`config.mk`:
```
export PLATFORM = sky130hd
export DESIGN_NAME = arc_rating_regs
export DESIGN_NICKNAME = d
export VERILOG_FILES = /design/src/arc_pkg.sv /design/src/arc_drive_if.sv /design/src/arc_drive_limit.sv /design/src/arc_rating_regs.sv
export SDC_FILE = /design/constraint.sdc
export NUM_CORES = 1
export LEC_CHECK = 0
export ABC_AREA = 1
export ABC_CLOCK_PERIOD_IN_PS = 4700
export BUFFER_PORTS_ARGS = -buffer_cell sky130_fd_sc_hd__buf_2
export CAP_MARGIN = 5
export CORE_MARGIN = 10
export CORE_UTILIZATION = 45
export DETAILED_ROUTE_END_ITERATION = 8
export GPL_ROUTABILITY_DRIVEN = 0
export PLACE_DENSITY = 0.75
export SLEW_MARGIN = 30
export SYNTH_ARGS = -nofsm -noshare
export SYNTH_HDL_FRONTEND = slang
export SYNTH_SLANG_ARGS = --single-unit
```
`constraint.sdc`:
```
create_clock -name clk -period 4.7 [get_ports clk]
set_input_delay 1.41 -clock clk [delete_from_list [all_inputs] [get_ports clk]]
set_output_delay 1.41 -clock clk [all_outputs]
set_load 0.05 [all_outputs]
```
`src/arc_pkg.sv`:
```
/*
 * arc_pkg: constants shared by the actuator rating register bank.
 * assumes a single 20 MHz clock domain and byte-wide register access.
 */
package arc_pkg;

	// ************************************************************
	// register offsets
	// ************************************************************
	localparam logic [7:0] OFS_PERIOD_LOW   = 8'h0B;
	localparam logic [7:0] OFS_NOMINAL      = 8'h0C;
	localparam logic [7:0] OFS_ABSOLUTE     = 8'h0D;
	localparam logic [7:0] OFS_CURRENT      = 8'h0E;
	localparam logic [7:0] OFS_V2I_HIGH     = 8'h0F;
	localparam logic [7:0] OFS_V2I_LOW      = 8'h10;
	localparam logic [7:0] OFS_IMP_HIGH     = 8'h11;
	localparam logic [7:0] OFS_IMP_LOW      = 8'h12;
	localparam logic [7:0] OFS_TOP_CFG      = 8'h13;

	// ************************************************************
	// field widths and positions
	// ************************************************************
	localparam int PERIOD_LOW_W = 7;
	localparam int PERIOD_W     = 15;
	localparam int CURRENT_W    = 5;
	localparam int IMP_LOW_W    = 2;
	localparam int IMP_W        = 10;
	localparam int ACCEL_BIT    = 2;

	// ************************************************************
	// reset values
	// ************************************************************
	localparam logic [6:0] RST_PERIOD_LOW = 7'h4F;
	localparam logic [7:0] RST_NOMINAL    = 8'h5A;
	localparam logic [7:0] RST_ABSOLUTE   = 8'h78;
	localparam logic [4:0] RST_CURRENT    = 5'h17;
	localparam logic [7:0] RST_V2I_HIGH   = 8'h01;
	localparam logic [7:0] RST_V2I_LOW    = 8'h0D;
	localparam logic [7:0] RST_IMP_HIGH   = 8'h00;
	localparam logic [1:0] RST_IMP_LOW    = 2'h0;
	localparam logic       RST_ACCEL      = 1'b1;

	// ************************************************************
	// scaling (for software and documentation of units)
	// ************************************************************
	localparam real PERIOD_UNIT_NS   = 1333.32;
	localparam real VOLT_STEP_MV     = 23.4;
	localparam real CUR_OFFSET_MA    = 28.6;
	localparam real CUR_STEP_MA      = 7.2;
	localparam real V2I_DIVISOR      = 1.6104;
	localparam real IMP_STEP_MOHM    = 62.5;

endpackage

```
`src/arc_drive_if.sv`:
```
/*
 * arc_drive_if: ratings and overdrive path between the register bank
 * and the drive limiter. assumes both ends run on the same clock.
 */
`timescale 1ns/100ps
interface arc_drive_if;
	logic [7:0] nominal;
	logic [7:0] absolute;
	logic       accel_en;
	logic [7:0] od_request;
	logic [7:0] full_scale;
	logic [7:0] od_limited;

	modport cfg (
		output nominal,
		output absolute,
		output accel_en,
		output od_request,
		input  full_scale,
		input  od_limited
	);
	modport lim (
		input  nominal,
		input  absolute,
		input  accel_en,
		input  od_request,
		output full_scale,
		output od_limited
	);
endinterface

```
`src/arc_drive_limit.sv`:
```
/*
 * arc_drive_limit: picks waveform full scale and clamps overdrive.
 * assumes ratings come from the register bank on the same clock.
 */
`timescale 1ns/100ps
module arc_drive_limit
	import arc_pkg::*;
(
	// clock and reset
	input wire logic clk,
	input wire logic rst_b,
	// ratings and overdrive
	arc_drive_if.lim lim
);

	// ************************************************************
	// full scale selection
	// ************************************************************
	logic [7:0] full_scale_reg;
	logic [7:0] od_limited_reg;

	// nominal rating with acceleration, absolute rating without
	always_ff @(posedge clk or negedge rst_b)
	begin
		if (!rst_b)
			full_scale_reg <= RST_NOMINAL;
		else if (lim.accel_en)
			full_scale_reg <= lim.nominal;
		else
			full_scale_reg <= lim.absolute;
	end

	// clamp only applies while acceleration overdrives the actuator
	always_ff @(posedge clk or negedge rst_b)
	begin
		if (!rst_b)
			od_limited_reg <= 8'h00;
		else if (lim.accel_en && lim.od_request > lim.absolute)
			od_limited_reg <= lim.absolute;
		else
			od_limited_reg <= lim.od_request;
	end

	assign lim.full_scale = full_scale_reg;
	assign lim.od_limited = od_limited_reg;

	// ************************************************************
	// checks
	// ************************************************************
	property p_fs_select;
		@(posedge clk) disable iff (!rst_b)
		1'b1 |=> full_scale_reg ==
			($past(lim.accel_en) ? $past(lim.nominal) : $past(lim.absolute));
	endproperty
	a_fs_select: assert property (p_fs_select)
		else $error("full scale does not follow acceleration setting");

	property p_od_clamp;
		@(posedge clk) disable iff (!rst_b)
		lim.accel_en |=> od_limited_reg <= $past(lim.absolute);
	endproperty
	a_od_clamp: assert property (p_od_clamp)
		else $error("overdrive exceeds absolute rating");

	property p_od_pass;
		@(posedge clk) disable iff (!rst_b)
		!lim.accel_en |=> od_limited_reg == $past(lim.od_request);
	endproperty
	a_od_pass: assert property (p_od_pass)
		else $error("overdrive clamped without acceleration");

endmodule

```
`src/arc_rating_regs.sv`:
```
/*
 * arc_rating_regs: actuator rating and calibration register bank.
 * assumes a byte register port on the same clock as the drive loop;
 * the period high byte and impedance values come from nearby logic.
 */
`timescale 1ns/100ps
module arc_rating_regs
	import arc_pkg::*;
(
	// clock and reset
	input  wire logic                 clk,
	input  wire logic                 rst_b,
	// register port
	input  wire logic [7:0]           reg_addr,
	input  wire logic [7:0]           reg_wdata,
	input  wire logic                 reg_wr,
	input  wire logic                 reg_rd,
	output logic      [7:0]           reg_rdata,
	// drive loop inputs
	input  wire logic [7:0]           resonant_period_high_bits,
	input  wire logic [7:0]           od_request,
	input  wire logic                 impedance_load,
	input  wire logic [7:0]           impedance_high_in,
	input  wire logic [IMP_LOW_W-1:0] impedance_low_in,
	// drive loop outputs
	output logic [PERIOD_W-1:0]       resonant_period,
	output logic [7:0]                full_scale,
	output logic [7:0]                overdrive_limited,
	output logic [CURRENT_W-1:0]      current_rating_code,
	output logic [15:0]               translation_factor,
	output logic [IMP_W-1:0]          calc_impedance,
	output logic                      accel_enable
);

	// ************************************************************
	// decode helper
	// ************************************************************
	function automatic logic wr_hit(input logic [7:0] ofs);
		wr_hit = reg_wr && (reg_addr == ofs);
	endfunction

	// ************************************************************
	// writable registers
	// ************************************************************
	logic [PERIOD_LOW_W-1:0] resonant_period_low_reg;
	logic [7:0]              nominal_voltage_rating_reg;
	logic [7:0]              absolute_voltage_rating_reg;
	logic [CURRENT_W-1:0]    max_current_rating_reg;
	logic [7:0]              volt_to_current_high_reg;
	logic [7:0]              volt_to_current_low_reg;
	logic                    accel_en_reg;

	// period low field, bit 7 is not stored
	always_ff @(posedge clk or negedge rst_b)
	begin
		if (!rst_b)
			resonant_period_low_reg <= RST_PERIOD_LOW;
		else if (wr_hit(OFS_PERIOD_LOW))
			resonant_period_low_reg <= reg_wdata[PERIOD_LOW_W-1:0];
	end

	// voltage ratings in 23.4 mV steps
	always_ff @(posedge clk or negedge rst_b)
	begin
		if (!rst_b)
		begin
			nominal_voltage_rating_reg  <= RST_NOMINAL;
			absolute_voltage_rating_reg <= RST_ABSOLUTE;
		end
		else if (wr_hit(OFS_NOMINAL))
			nominal_voltage_rating_reg <= reg_wdata;
		else if (wr_hit(OFS_ABSOLUTE))
			absolute_voltage_rating_reg <= reg_wdata;
	end

	// current code keeps only its five low bits
	always_ff @(posedge clk or negedge rst_b)
	begin
		if (!rst_b)
			max_current_rating_reg <= RST_CURRENT;
		else if (wr_hit(OFS_CURRENT))
			max_current_rating_reg <= reg_wdata[CURRENT_W-1:0];
	end

	// translation factor bytes, written independently
	always_ff @(posedge clk or negedge rst_b)
	begin
		if (!rst_b)
		begin
			volt_to_current_high_reg <= RST_V2I_HIGH;
			volt_to_current_low_reg  <= RST_V2I_LOW;
		end
		else if (wr_hit(OFS_V2I_HIGH))
			volt_to_current_high_reg <= reg_wdata;
		else if (wr_hit(OFS_V2I_LOW))
			volt_to_current_low_reg <= reg_wdata;
	end

	// acceleration enable, the only bit of its word held here
	always_ff @(posedge clk or negedge rst_b)
	begin
		if (!rst_b)
			accel_en_reg <= RST_ACCEL;
		else if (wr_hit(OFS_TOP_CFG))
			accel_en_reg <= reg_wdata[ACCEL_BIT];
	end

	// ************************************************************
	// read-only impedance result
	// ************************************************************
	logic [7:0]           measured_impedance_high_reg;
	logic [IMP_LOW_W-1:0] impedance_low_reg;

	// host writes never reach these; only the estimator loads them
	always_ff @(posedge clk or negedge rst_b)
	begin
		if (!rst_b)
		begin
			measured_impedance_high_reg <= RST_IMP_HIGH;
			impedance_low_reg           <= RST_IMP_LOW;
		end
		else if (impedance_load)
		begin
			measured_impedance_high_reg <= impedance_high_in;
			impedance_low_reg           <= impedance_low_in;
		end
	end

	// ************************************************************
	// register read port
	// ************************************************************
	logic [7:0] rdata_next;

	// unmapped offsets read as zero, narrow fields zero-extended
	always_comb
	begin
		if (reg_addr == OFS_PERIOD_LOW)
			rdata_next = {1'b0, resonant_period_low_reg};
		else if (reg_addr == OFS_NOMINAL)
			rdata_next = nominal_voltage_rating_reg;
		else if (reg_addr == OFS_ABSOLUTE)
			rdata_next = absolute_voltage_rating_reg;
		else if (reg_addr == OFS_CURRENT)
			rdata_next = {3'h0, max_current_rating_reg};
		else if (reg_addr == OFS_V2I_HIGH)
			rdata_next = volt_to_current_high_reg;
		else if (reg_addr == OFS_V2I_LOW)
			rdata_next = volt_to_current_low_reg;
		else if (reg_addr == OFS_IMP_HIGH)
			rdata_next = measured_impedance_high_reg;
		else if (reg_addr == OFS_IMP_LOW)
			rdata_next = {6'h00, impedance_low_reg};
		else if (reg_addr == OFS_TOP_CFG)
			rdata_next = 8'(accel_en_reg) << ACCEL_BIT;
		else
			rdata_next = 8'h00;
	end

	// read data holds until the next read strobe
	always_ff @(posedge clk or negedge rst_b)
	begin
		if (!rst_b)
			reg_rdata <= 8'h00;
		else if (reg_rd)
			reg_rdata <= rdata_next;
	end

	// ************************************************************
	// drive loop values
	// ************************************************************
	// registered one cycle behind the stored fields; a pair written a byte at a time is seen half-written in between
	always_ff @(posedge clk or negedge rst_b)
	begin
		if (!rst_b)
		begin
			resonant_period    <= '0;
			translation_factor <= 16'h0000;
			calc_impedance     <= '0;
		end
		else
		begin
			resonant_period <= {resonant_period_high_bits,
				resonant_period_low_reg};
			translation_factor <= {volt_to_current_high_reg,
				volt_to_current_low_reg};
			calc_impedance <= {measured_impedance_high_reg,
				impedance_low_reg};
		end
	end

	assign current_rating_code = max_current_rating_reg;
	assign accel_enable        = accel_en_reg;

	// ************************************************************
	// full scale and overdrive limiter
	// ************************************************************
	arc_drive_if drv ();

	assign drv.nominal    = nominal_voltage_rating_reg;
	assign drv.absolute   = absolute_voltage_rating_reg;
	assign drv.accel_en   = accel_en_reg;
	assign drv.od_request = od_request;
	assign full_scale        = drv.full_scale;
	assign overdrive_limited = drv.od_limited;

	arc_drive_limit u_limit (
		.clk   (clk),
		.rst_b (rst_b),
		.lim   (drv.lim)
	);

	// ************************************************************
	// checks
	// ************************************************************
	// gated by the sampled reset so the release edge starts no attempt
	property p_period_concat;
		@(posedge clk) disable iff (!rst_b)
		rst_b |=> resonant_period == {$past(resonant_period_high_bits),
			$past(resonant_period_low_reg)};
	endproperty
	a_period_concat: assert property (p_period_concat)
		else $error("period is not high byte times 128 plus low");

	property p_period_wr;
		@(posedge clk) disable iff (!rst_b)
		reg_wr && reg_addr == OFS_PERIOD_LOW |=> ##1
			resonant_period[PERIOD_LOW_W-1:0] ==
			$past(reg_wdata[PERIOD_LOW_W-1:0], 2);
	endproperty
	a_period_wr: assert property (p_period_wr)
		else $error("period low write not seen by drive loop");

	property p_nominal_wr;
		@(posedge clk) disable iff (!rst_b)
		reg_wr && reg_addr == OFS_NOMINAL && accel_en_reg
			|=> ##1 full_scale == $past(reg_wdata, 2);
	endproperty
	a_nominal_wr: assert property (p_nominal_wr)
		else $error("nominal write did not set full scale");

	property p_abs_rd;
		@(posedge clk) disable iff (!rst_b)
		(reg_wr && reg_addr == OFS_ABSOLUTE)
			##1 (reg_rd && reg_addr == OFS_ABSOLUTE)
			|=> reg_rdata == $past(reg_wdata, 2);
	endproperty
	a_abs_rd: assert property (p_abs_rd)
		else $error("absolute rating readback wrong");

	property p_current_rd;
		@(posedge clk) disable iff (!rst_b)
		reg_rd && reg_addr == OFS_CURRENT |=> reg_rdata[7:5] == 3'h0
			&& reg_rdata[4:0] == $past(max_current_rating_reg);
	endproperty
	a_current_rd: assert property (p_current_rd)
		else $error("current code readback wrong");

	property p_v2i_bytes;
		@(posedge clk) disable iff (!rst_b)
		reg_wr && reg_addr == OFS_V2I_LOW |=> ##1
			translation_factor[7:0] == $past(reg_wdata, 2);
	endproperty
	a_v2i_bytes: assert property (p_v2i_bytes)
		else $error("translation factor low byte wrong");

	property p_imp_ro;
		@(posedge clk) disable iff (!rst_b)
		reg_wr && reg_addr == OFS_IMP_HIGH && !impedance_load
			|=> $stable(measured_impedance_high_reg);
	endproperty
	a_imp_ro: assert property (p_imp_ro)
		else $error("host write changed impedance result");

	property p_accel_wr;
		@(posedge clk) disable iff (!rst_b)
		reg_wr && reg_addr == OFS_TOP_CFG
			|=> accel_enable == $past(reg_wdata[ACCEL_BIT]);
	endproperty
	a_accel_wr: assert property (p_accel_wr)
		else $error("acceleration enable write lost");

endmodule

```
# == Word-level counts from Yosys, hierarchy flattened ==
# Index checks and enable logic that the tools add are counted.
# classes
n_mux,11
order_cmp,1
reduce_logical,10
bitwise,2
n_eq_ne,9
# ops
cell,count
2-to-1 mux 8 bit,9
"equality test 8 x 4 -> 1 bit, second input constant",5
"equality test 8 x 5 -> 1 bit, second input constant",4
> comparator 8 bit,1
logical AND 1 bit,8
2-to-1 mux 3 bit,2
AND reduction 2 bit,2
NOT 1 bit,2
# word_totals
out_inout_bits,71
input_bits,47
elab_cells,48
reg_bits,120

# == Logic depth before layout (Yosys ltp) ==
# Gate-level depths: netlist of the first run.
# logic_depth
depth_word,10
ltp_mapped,11
mapped_depth_nobuf,11

# == Cells and area by module ==
# Synthesis of the first run repeated with hierarchy kept, for this count alone.
# unflattened
cells_unflattened,486
area_unflattened_um2,4845.9
# modules_own_cells
mod,area_per_inst_um2,instances,cells_per_inst
arc_rating_regs,4010.1,1,392
arc_drive_limit,835.8,1,94

# == Worst setup path after synthesis of the first run ==
# OpenSTA, ideal clock, no wires.
# synth_path
kind,input to register
startpoint,input port od_request[3]
endpoint,register u_limit.od_limited_reg[5] (netlist: u_limit.lim.od_limited[5])
stages,8
slack_ps,2080
arrival_time_ps,2502
required_ps,4582
setup_ps,118
cell_sequence,ha_1 nand2_1 o21a_1 o21bai_1 nand3_2 buf_4 nand2_1 o21ai_2
# synth_via
elab_chain_cells,3
# synth_rtl
item,line,text
start: declaration,arc_rating_regs.sv:21,"input wire logic [7:0] od_request,"
> comparator 8 bit,arc_drive_limit.sv:38,else if (lim.accel_en && lim.od_request > lim.absolute)
logical AND 1 bit,arc_drive_limit.sv:38,
2-to-1 mux 8 bit,arc_drive_limit.sv:38,
end signal: assignment,arc_drive_limit.sv:39,od_limited_reg <= lim.absolute;
end signal: assignment,arc_drive_limit.sv:41,od_limited_reg <= lim.od_request;
end: declaration,arc_drive_limit.sv:20,logic [7:0] od_limited_reg;
# Every way passes these cells.
# A chain may end at the register's enable or synchronous reset.

# == Worst setup path after layout of the first run ==
# layout_path
startpoint,register accel_en_reg (netlist: accel_enable)
endpoint,output port accel_enable
# layout_rtl
item,line,text
start: declaration,arc_rating_regs.sv:51,logic accel_en_reg;
start signal: assignment,arc_rating_regs.sv:105,accel_en_reg <= reg_wdata[ACCEL_BIT];
end: declaration,arc_rating_regs.sv:32,output logic accel_enable
# No word-level cell between the ends.

==> flow_summary.toml, run 1 <==
[clock_network]
clkTransAtPathRegs_ps = 60
cts.sinks = 120
post_cts_buffers = 0
clock_latency_ps = 520
clockRootBuffer = "clkbuf_8"
clockBufferDepth = 2
ctsResizeCount = 0
postCtsHoldBufs = 0
tritoncts.num_buffers = 17
cts_tree = "done"
htree_num_levels = 4

[floorplan]
die_w_um = 124
dieArea_mm2 = 0.0154
die_h_um = 124
ios = 118
coreArea_mm2 = 0.0104
start_util = 0.467
num_rows = 37

[route]
wl_met2_mm = 6.50
dr.pass1.iters = 7
route.detailed.drc = 0
wl_met1_mm = 4.74
topRoutingLayerUsed = "met4"
vias = 3792
vias_per_cell = 5.07
ant_nets = 0
drt-wirelength-per-cell_um = 16.9
totalWireLength_mm = 12.6
drt-initial-drc-count = 239
routed-wl-met3_mm = 1.06

[run_status]
status = "finished, final reports clean"

[timing]
drv_slew = 0
period_needed_ps = 3020
fmax_mhz = 332
rsz0062_at_grt = "no"
fin_crit_sh = 0.642
tightestPinTransition_ps = 680
relSlewSlack = 0.545
clock_skew_ps = 9.29
report.final.hold_viol_count = 0
finalSetupTns_ps = 0
setup_viol = 0

[worst_setup_path]
crit_path_start = "accel_enable$_DFFE_PN1P_"
r2r-start = "absolute_voltage_rating_reg[3]$_DFFE_PN1P_"
critPathBufInv = 1
crit_end = "accel_enable"
cp.required_ps = 3290
reg2regPathDepth = 8
critPathKind = "register to primary output"
end_kind = "primary output"
r2r_slack_ps = 2630
crit_chain = "buf_2"
cp_slowest_stage_delay_ps = 750
worstPathArrival_ps = 1610
cp_slowest_cell = "dfstp_2"
cp_max_fo = 20
r2r_end = "u_limit.lim.od_limited[6]$_DFF_PN0_"
cp.depth = 1
path_delay_family = "flip-flops"
cp-start-kind = "register"

[global_routing]
grt_pass1_vias = 4055
antenna_found_initial = 1
grtUsageTotal = 0.173
grt.overflow.total = 0
grt_pass1_wl_mm = 20.3
grt_max_degree = 76

[power]
power.leakage_nw = 3.12
peakVddDrop_uv = 210
p_per_area_mw_per_mm2 = 452

[synth]
yosysTopAreaCell = "dfrtp_1"
synth-edff-count = 0
netlist_area_mm2 = 0.00486
synth_cells = 472
ys_seq_area_frac = 0.624
yosysTopAreaCellShare = 0.484
synth_nets = 527
yosys_warnings = 0
synth_cell_types = 31
synth.top_cells.by_count = "nand2_1, dfrtp_1, inv_1"
synthFlopType = "dfrtp_1"
syn_avg_cell_area_um2 = 10.3
synthTopCellsByArea = "dfrtp_1, dfstp_2, nand2_1"
ys_ff_latch = 120
postSynth.asyncResetShare = 1.00
yosysMostFrequentCell = "nand2_1"

[layout]
multi_input_area_mm2 = 0.00158
fillers = 850
syn_to_final_growth_pct = 27.6
fin_nets = 653
regArea_mm2 = 0.00304
final_area_mm2 = 0.00621
largest_reg_flops = 16
reg_top3 = "translation_factor (16), resonant_period (15), calc_impedance (10)"
largest_register = "translation_factor"
drive_above_1_share = 0.390

[place]
dp_hpwl_mm = 9.36
numPortBuffers = 117
placed_cell_area_mm2 = 0.00556

[min_path]
worstHoldPathType = "register to register"

[run]
maxCapViolCount = 0
[metrics by stage]
stage,cells,power [mW],worst slack [ps],utilization,hold slack [ps]
2_1_floorplan,472,1.34,2080,-,354
3_3_place_gp,715,1.45,1850,0.534,357
3_5_place_dp,715,1.45,1770,0.534,360
4_1_cts,747,2.82,1680,0.595,374
5_1_grt,748,2.90,1610,0.596,386
6_report,748,2.81,1680,0.596,372
[where the power goes]
part	leakage [nW]	internal, mW	switching (mW)
Clock	0.301	0.894	0.478
Combinational	1.33	0.0728	0.226
Sequential	1.48	1.10	0.0348
Total	3.12	2.07	0.739
[area by class of cell]
cell class / count / share of cell area
flip-flops and latches: 120 / 0.489
multi-input cells: 294 / 0.254
inverters: 46 / 0.0282
repair buffers: 119 / 0.0978
well taps: 136 / 0.0274
clock buffers: 19 / 0.0712
clock inverters: 13 / 0.0315
diodes: 1 / 0.000403
[worst min path at each step]
stage / start / end / cells after the start
floorplan: measured_impedance_high_reg[5]$_DFFE_PN0P_ / calc_impedance[7]$_DFF_PN0_ / 0
global placement: measured_impedance_high_reg[5]$_DFFE_PN0P_ / calc_impedance[7]$_DFF_PN0_ / 0
detailed placement: measured_impedance_high_reg[5]$_DFFE_PN0P_ / calc_impedance[7]$_DFF_PN0_ / 0
CTS: measured_impedance_high_reg[5]$_DFFE_PN0P_ / calc_impedance[7]$_DFF_PN0_ / 0
global route: measured_impedance_high_reg[5]$_DFFE_PN0P_ / calc_impedance[7]$_DFF_PN0_ / 0
finish: measured_impedance_high_reg[5]$_DFFE_PN0P_ / calc_impedance[7]$_DFF_PN0_ / 0
[placed cells by master (no fill, tap or decap), types with 2 or more instances in the layout]
cell type | synthesis | routed
nor2_2 | 2 | 2
ha_1 | 8 | 8
clkinv_2 | 2 | 2
nand2_2 | 10 | 10
dfrtp_1 | 94 | 94
dfstp_2 | 26 | 26
bufinv_16 | 0 | 4
buf_4 | 3 | 2
nand2_4 | 3 | 3
clkbuf_8 | 0 | 3
nand2_1 | 120 | 120
buf_2 | 3 | 116
o21ai_2 | 24 | 24
inv_1 | 39 | 39
nor2_1 | 28 | 28
clkinvlp_4 | 0 | 3
clkbuf_16 | 0 | 16
nor2_4 | 2 | 2
o21ai_1 | 28 | 28
inv_2 | 5 | 5
o21ai_0 | 14 | 14
or2_2 | 2 | 2
nand3_1 | 22 | 22
mux2_2 | 8 | 8
clkinv_4 | 0 | 5
a21oi_1 | 11 | 11
nand4_1 | 6 | 6
[cell families after synthesis]
kind of cell | synth area share
and+or+nand+nor | 0.185
adders and majority gates | 0.0206
DFF | 0.624
buffers and inverters | 0.0514
AOI/OAI and AO/OA | 0.101
muxes | 0.0185
[routing by layer]
metal | global-route usage | vias to the layer above
li1 | - | 1784
met4 | 0.0842 | 0
met5 | 0 | -
met3 | 0.0570 | 30
met2 | 0.296 | 156
met1 | 0.189 | 1822
No activity file was read; power rests on OpenSTA's default activity.
==> run 2: changes to the inputs <==
- ABC_CLOCK_PERIOD_IN_PS: 4700 -> 2540
- PLACE_DENSITY: 0.75 -> 0.78
- clock period: 4.7 -> 2.54 ns (I/O delays scaled with it)
==> run 2 against run 1 <==
  * Wire length down 2.3%
  * Cell count rose by 0.27%
  * Sequential power increased by 83%
  * Sequential cell count is the same
  * Critical path type unchanged
  * Largest cell class unchanged
==> flow_summary.toml, run 2 (same netlist as run 1, synthesis figures left out) <==
[global_routing]
grt_max_degree = 44
antenna_found_initial = 0
grt_pass1_vias = 3934
grt_pass1_wl_mm = 19.8
grtUsageTotal = 0.168
grt.overflow.total = 0

[timing]
holdWs_ps = 198
fmax_mhz = 472
setup_viol = 0
rsz0062_at_grt = "no"
period_needed_ps = 2120
clock_skew_ps = 9.72
relSlewSlack = 0.682
tightestPinTransition_ps = 476
report.final.hold_viol_count = 0
finalSetupTns_ps = 0
fin_crit_sh = 0.834
drv_slew = 0

[route]
drt-wirelength-per-cell_um = 16.5
totalWireLength_mm = 12.4
route.detailed.drc = 0
ant_nets = 0
vias = 3783
dr.pass1.iters = 5
drt-initial-drc-count = 300
vias_per_cell = 5.04

[clock_network]
htree_num_levels = 4
clock_latency_ps = 530
ctsResizeCount = 0
post_cts_buffers = 0
cts.sinks = 120
postCtsHoldBufs = 0
clockBufferDepth = 2
clkTransAtPathRegs_ps = 60
clockRootBuffer = "clkbuf_8"
tritoncts.num_buffers = 17
cts_tree = "done"

[worst_setup_path]
cp.required_ps = 1780
cp_slowest_cell = "dfstp_2"
critPathBufInv = 1
path_delay_family = "flip-flops"
crit_chain = "buf_2"
cp-start-kind = "register"
critPathKind = "register to primary output"
end_kind = "primary output"
r2r_slack_ps = 450
worstPathArrival_ps = 1360
cp_slowest_stage_delay_ps = 550
cp_max_fo = 3

[run_status]
status = "finished, final reports clean"

[power]
power.leakage_nw = 3.11
p_per_area_mw_per_mm2 = 792
peakVddDrop_uv = 436

[layout]
syn_to_final_growth_pct = 26.4
fin_cells = 750
drive_above_1_share = 0.393
final_cell_mix = "nand2_1, buf_2, dfrtp_1"
final_area_mm2 = 0.00615
regArea_mm2 = 0.00304
fillers = 869
reg_top3 = "translation_factor (16), resonant_period (15), calc_impedance (10)"
antenna_cells = 0
final_util = 0.590
multi_input_area_mm2 = 0.00158
fin_nets = 656
largest_register = "translation_factor"
largest_reg_flops = 16
mostFrequentLayoutCell = "nand2_1"

[floorplan]
die_w_um = 124
die_h_um = 124
start_util = 0.467
ios = 118
coreArea_mm2 = 0.0104
num_rows = 37
dieArea_mm2 = 0.0154

[min_path]
worstHoldPathType = "input port to asynchronous set/reset pin"

[run]
maxCapViolCount = 0

[place]
placed_cell_area_mm2 = 0.00560
dpl.cell_count = 718
dp_hpwl_mm = 9.10
numPortBuffers = 117
==> run 2: cell count changes in the layout (fill, tap and decap cells not counted) <==
cell | before | now
buf_12 | 0 | 1
bufinv_16 | 4 | 1
buf_6 | 1 | 0
clkinv_4 | 5 | 2
buf_4 | 2 | 5
clkinv_2 | 2 | 7
clkinvlp_4 | 3 | 2
diode_2 | 1 | 0
inv_6 | 1 | 4
clkbuf_8 | 3 | 2
==> run 2: layout make-up <==
cell class	instances	area share
timing repair buffer	122	0.104
multi-input combinational	294	0.257
sequential	120	0.494
clock inverter	14	0.0199
clock buffer	18	0.0696
inverter	46	0.0285
tap	136	0.0277
==> run 2: layer usage <==
metal | vias up | wire length (um) | GRT usage
li1 | 1788 | - | -
met3 | 24 | 967 | 0.0597
met2 | 129 | 6030 | 0.279
met5 | - | 0 | 0
met4 | 0 | 269 | 0.0655
met1 | 1842 | 5090 | 0.196
==> run 2: stage by stage <==
| stage | worst slack (ps) | power (mW) |
|---|---|---|
| 4_1_cts | 412 | 4.91 |
| 3_5_place_dp | 255 | 2.69 |
| 5_1_grt | 340 | 5.04 |
| 6_report | 422 | 4.87 |
| 3_3_place_gp | 337 | 2.68 |
| 2_1_floorplan | 568 | 2.48 |
==> run 2: where the power goes <==
group	total, mW	leakage (nW)	switching [mW]	internal [mW]
clock	2.22	0.272	0.890	1.33
sequential	2.09	1.48	0.0577	2.04
combinational	0.562	1.35	0.423	0.139
==> run 2: path summary, 6_finish.rpt <==
check                                                                start                                    endpoint  depth (start not counted)
worst min register to register  measured_impedance_high_reg[5]$_DFFE_PN0P_                 calc_impedance[7]$_DFF_PN0_                          0
min in group clk                              resonant_period_high_bits[4]               resonant_period[11]$_DFF_PN0_                          1
worst min-delay path                                                 rst_b               resonant_period[12]$_DFF_PN0_                          1
worst max register to register  absolute_voltage_rating_reg[3]$_DFFE_PN1P_         u_limit.lim.od_limited[3]$_DFF_PN0_                          8
worst max-delay path                    current_rating_code[1]$_DFFE_PN1P_                      current_rating_code[1]                          1
max in group asynchronous                                            rst_b  absolute_voltage_rating_reg[4]$_DFFE_PN1P_                          2
==> run 2: worst reg2reg max path: stages, from the launching register on <==
cell and delay [ps]:
dfstp_2 550, inv_1 110, ha_1 320, nand2_1 70, o21a_1 190, o21bai_1 140, nand3_2 330, nand2_1 190
o21ai_2 70
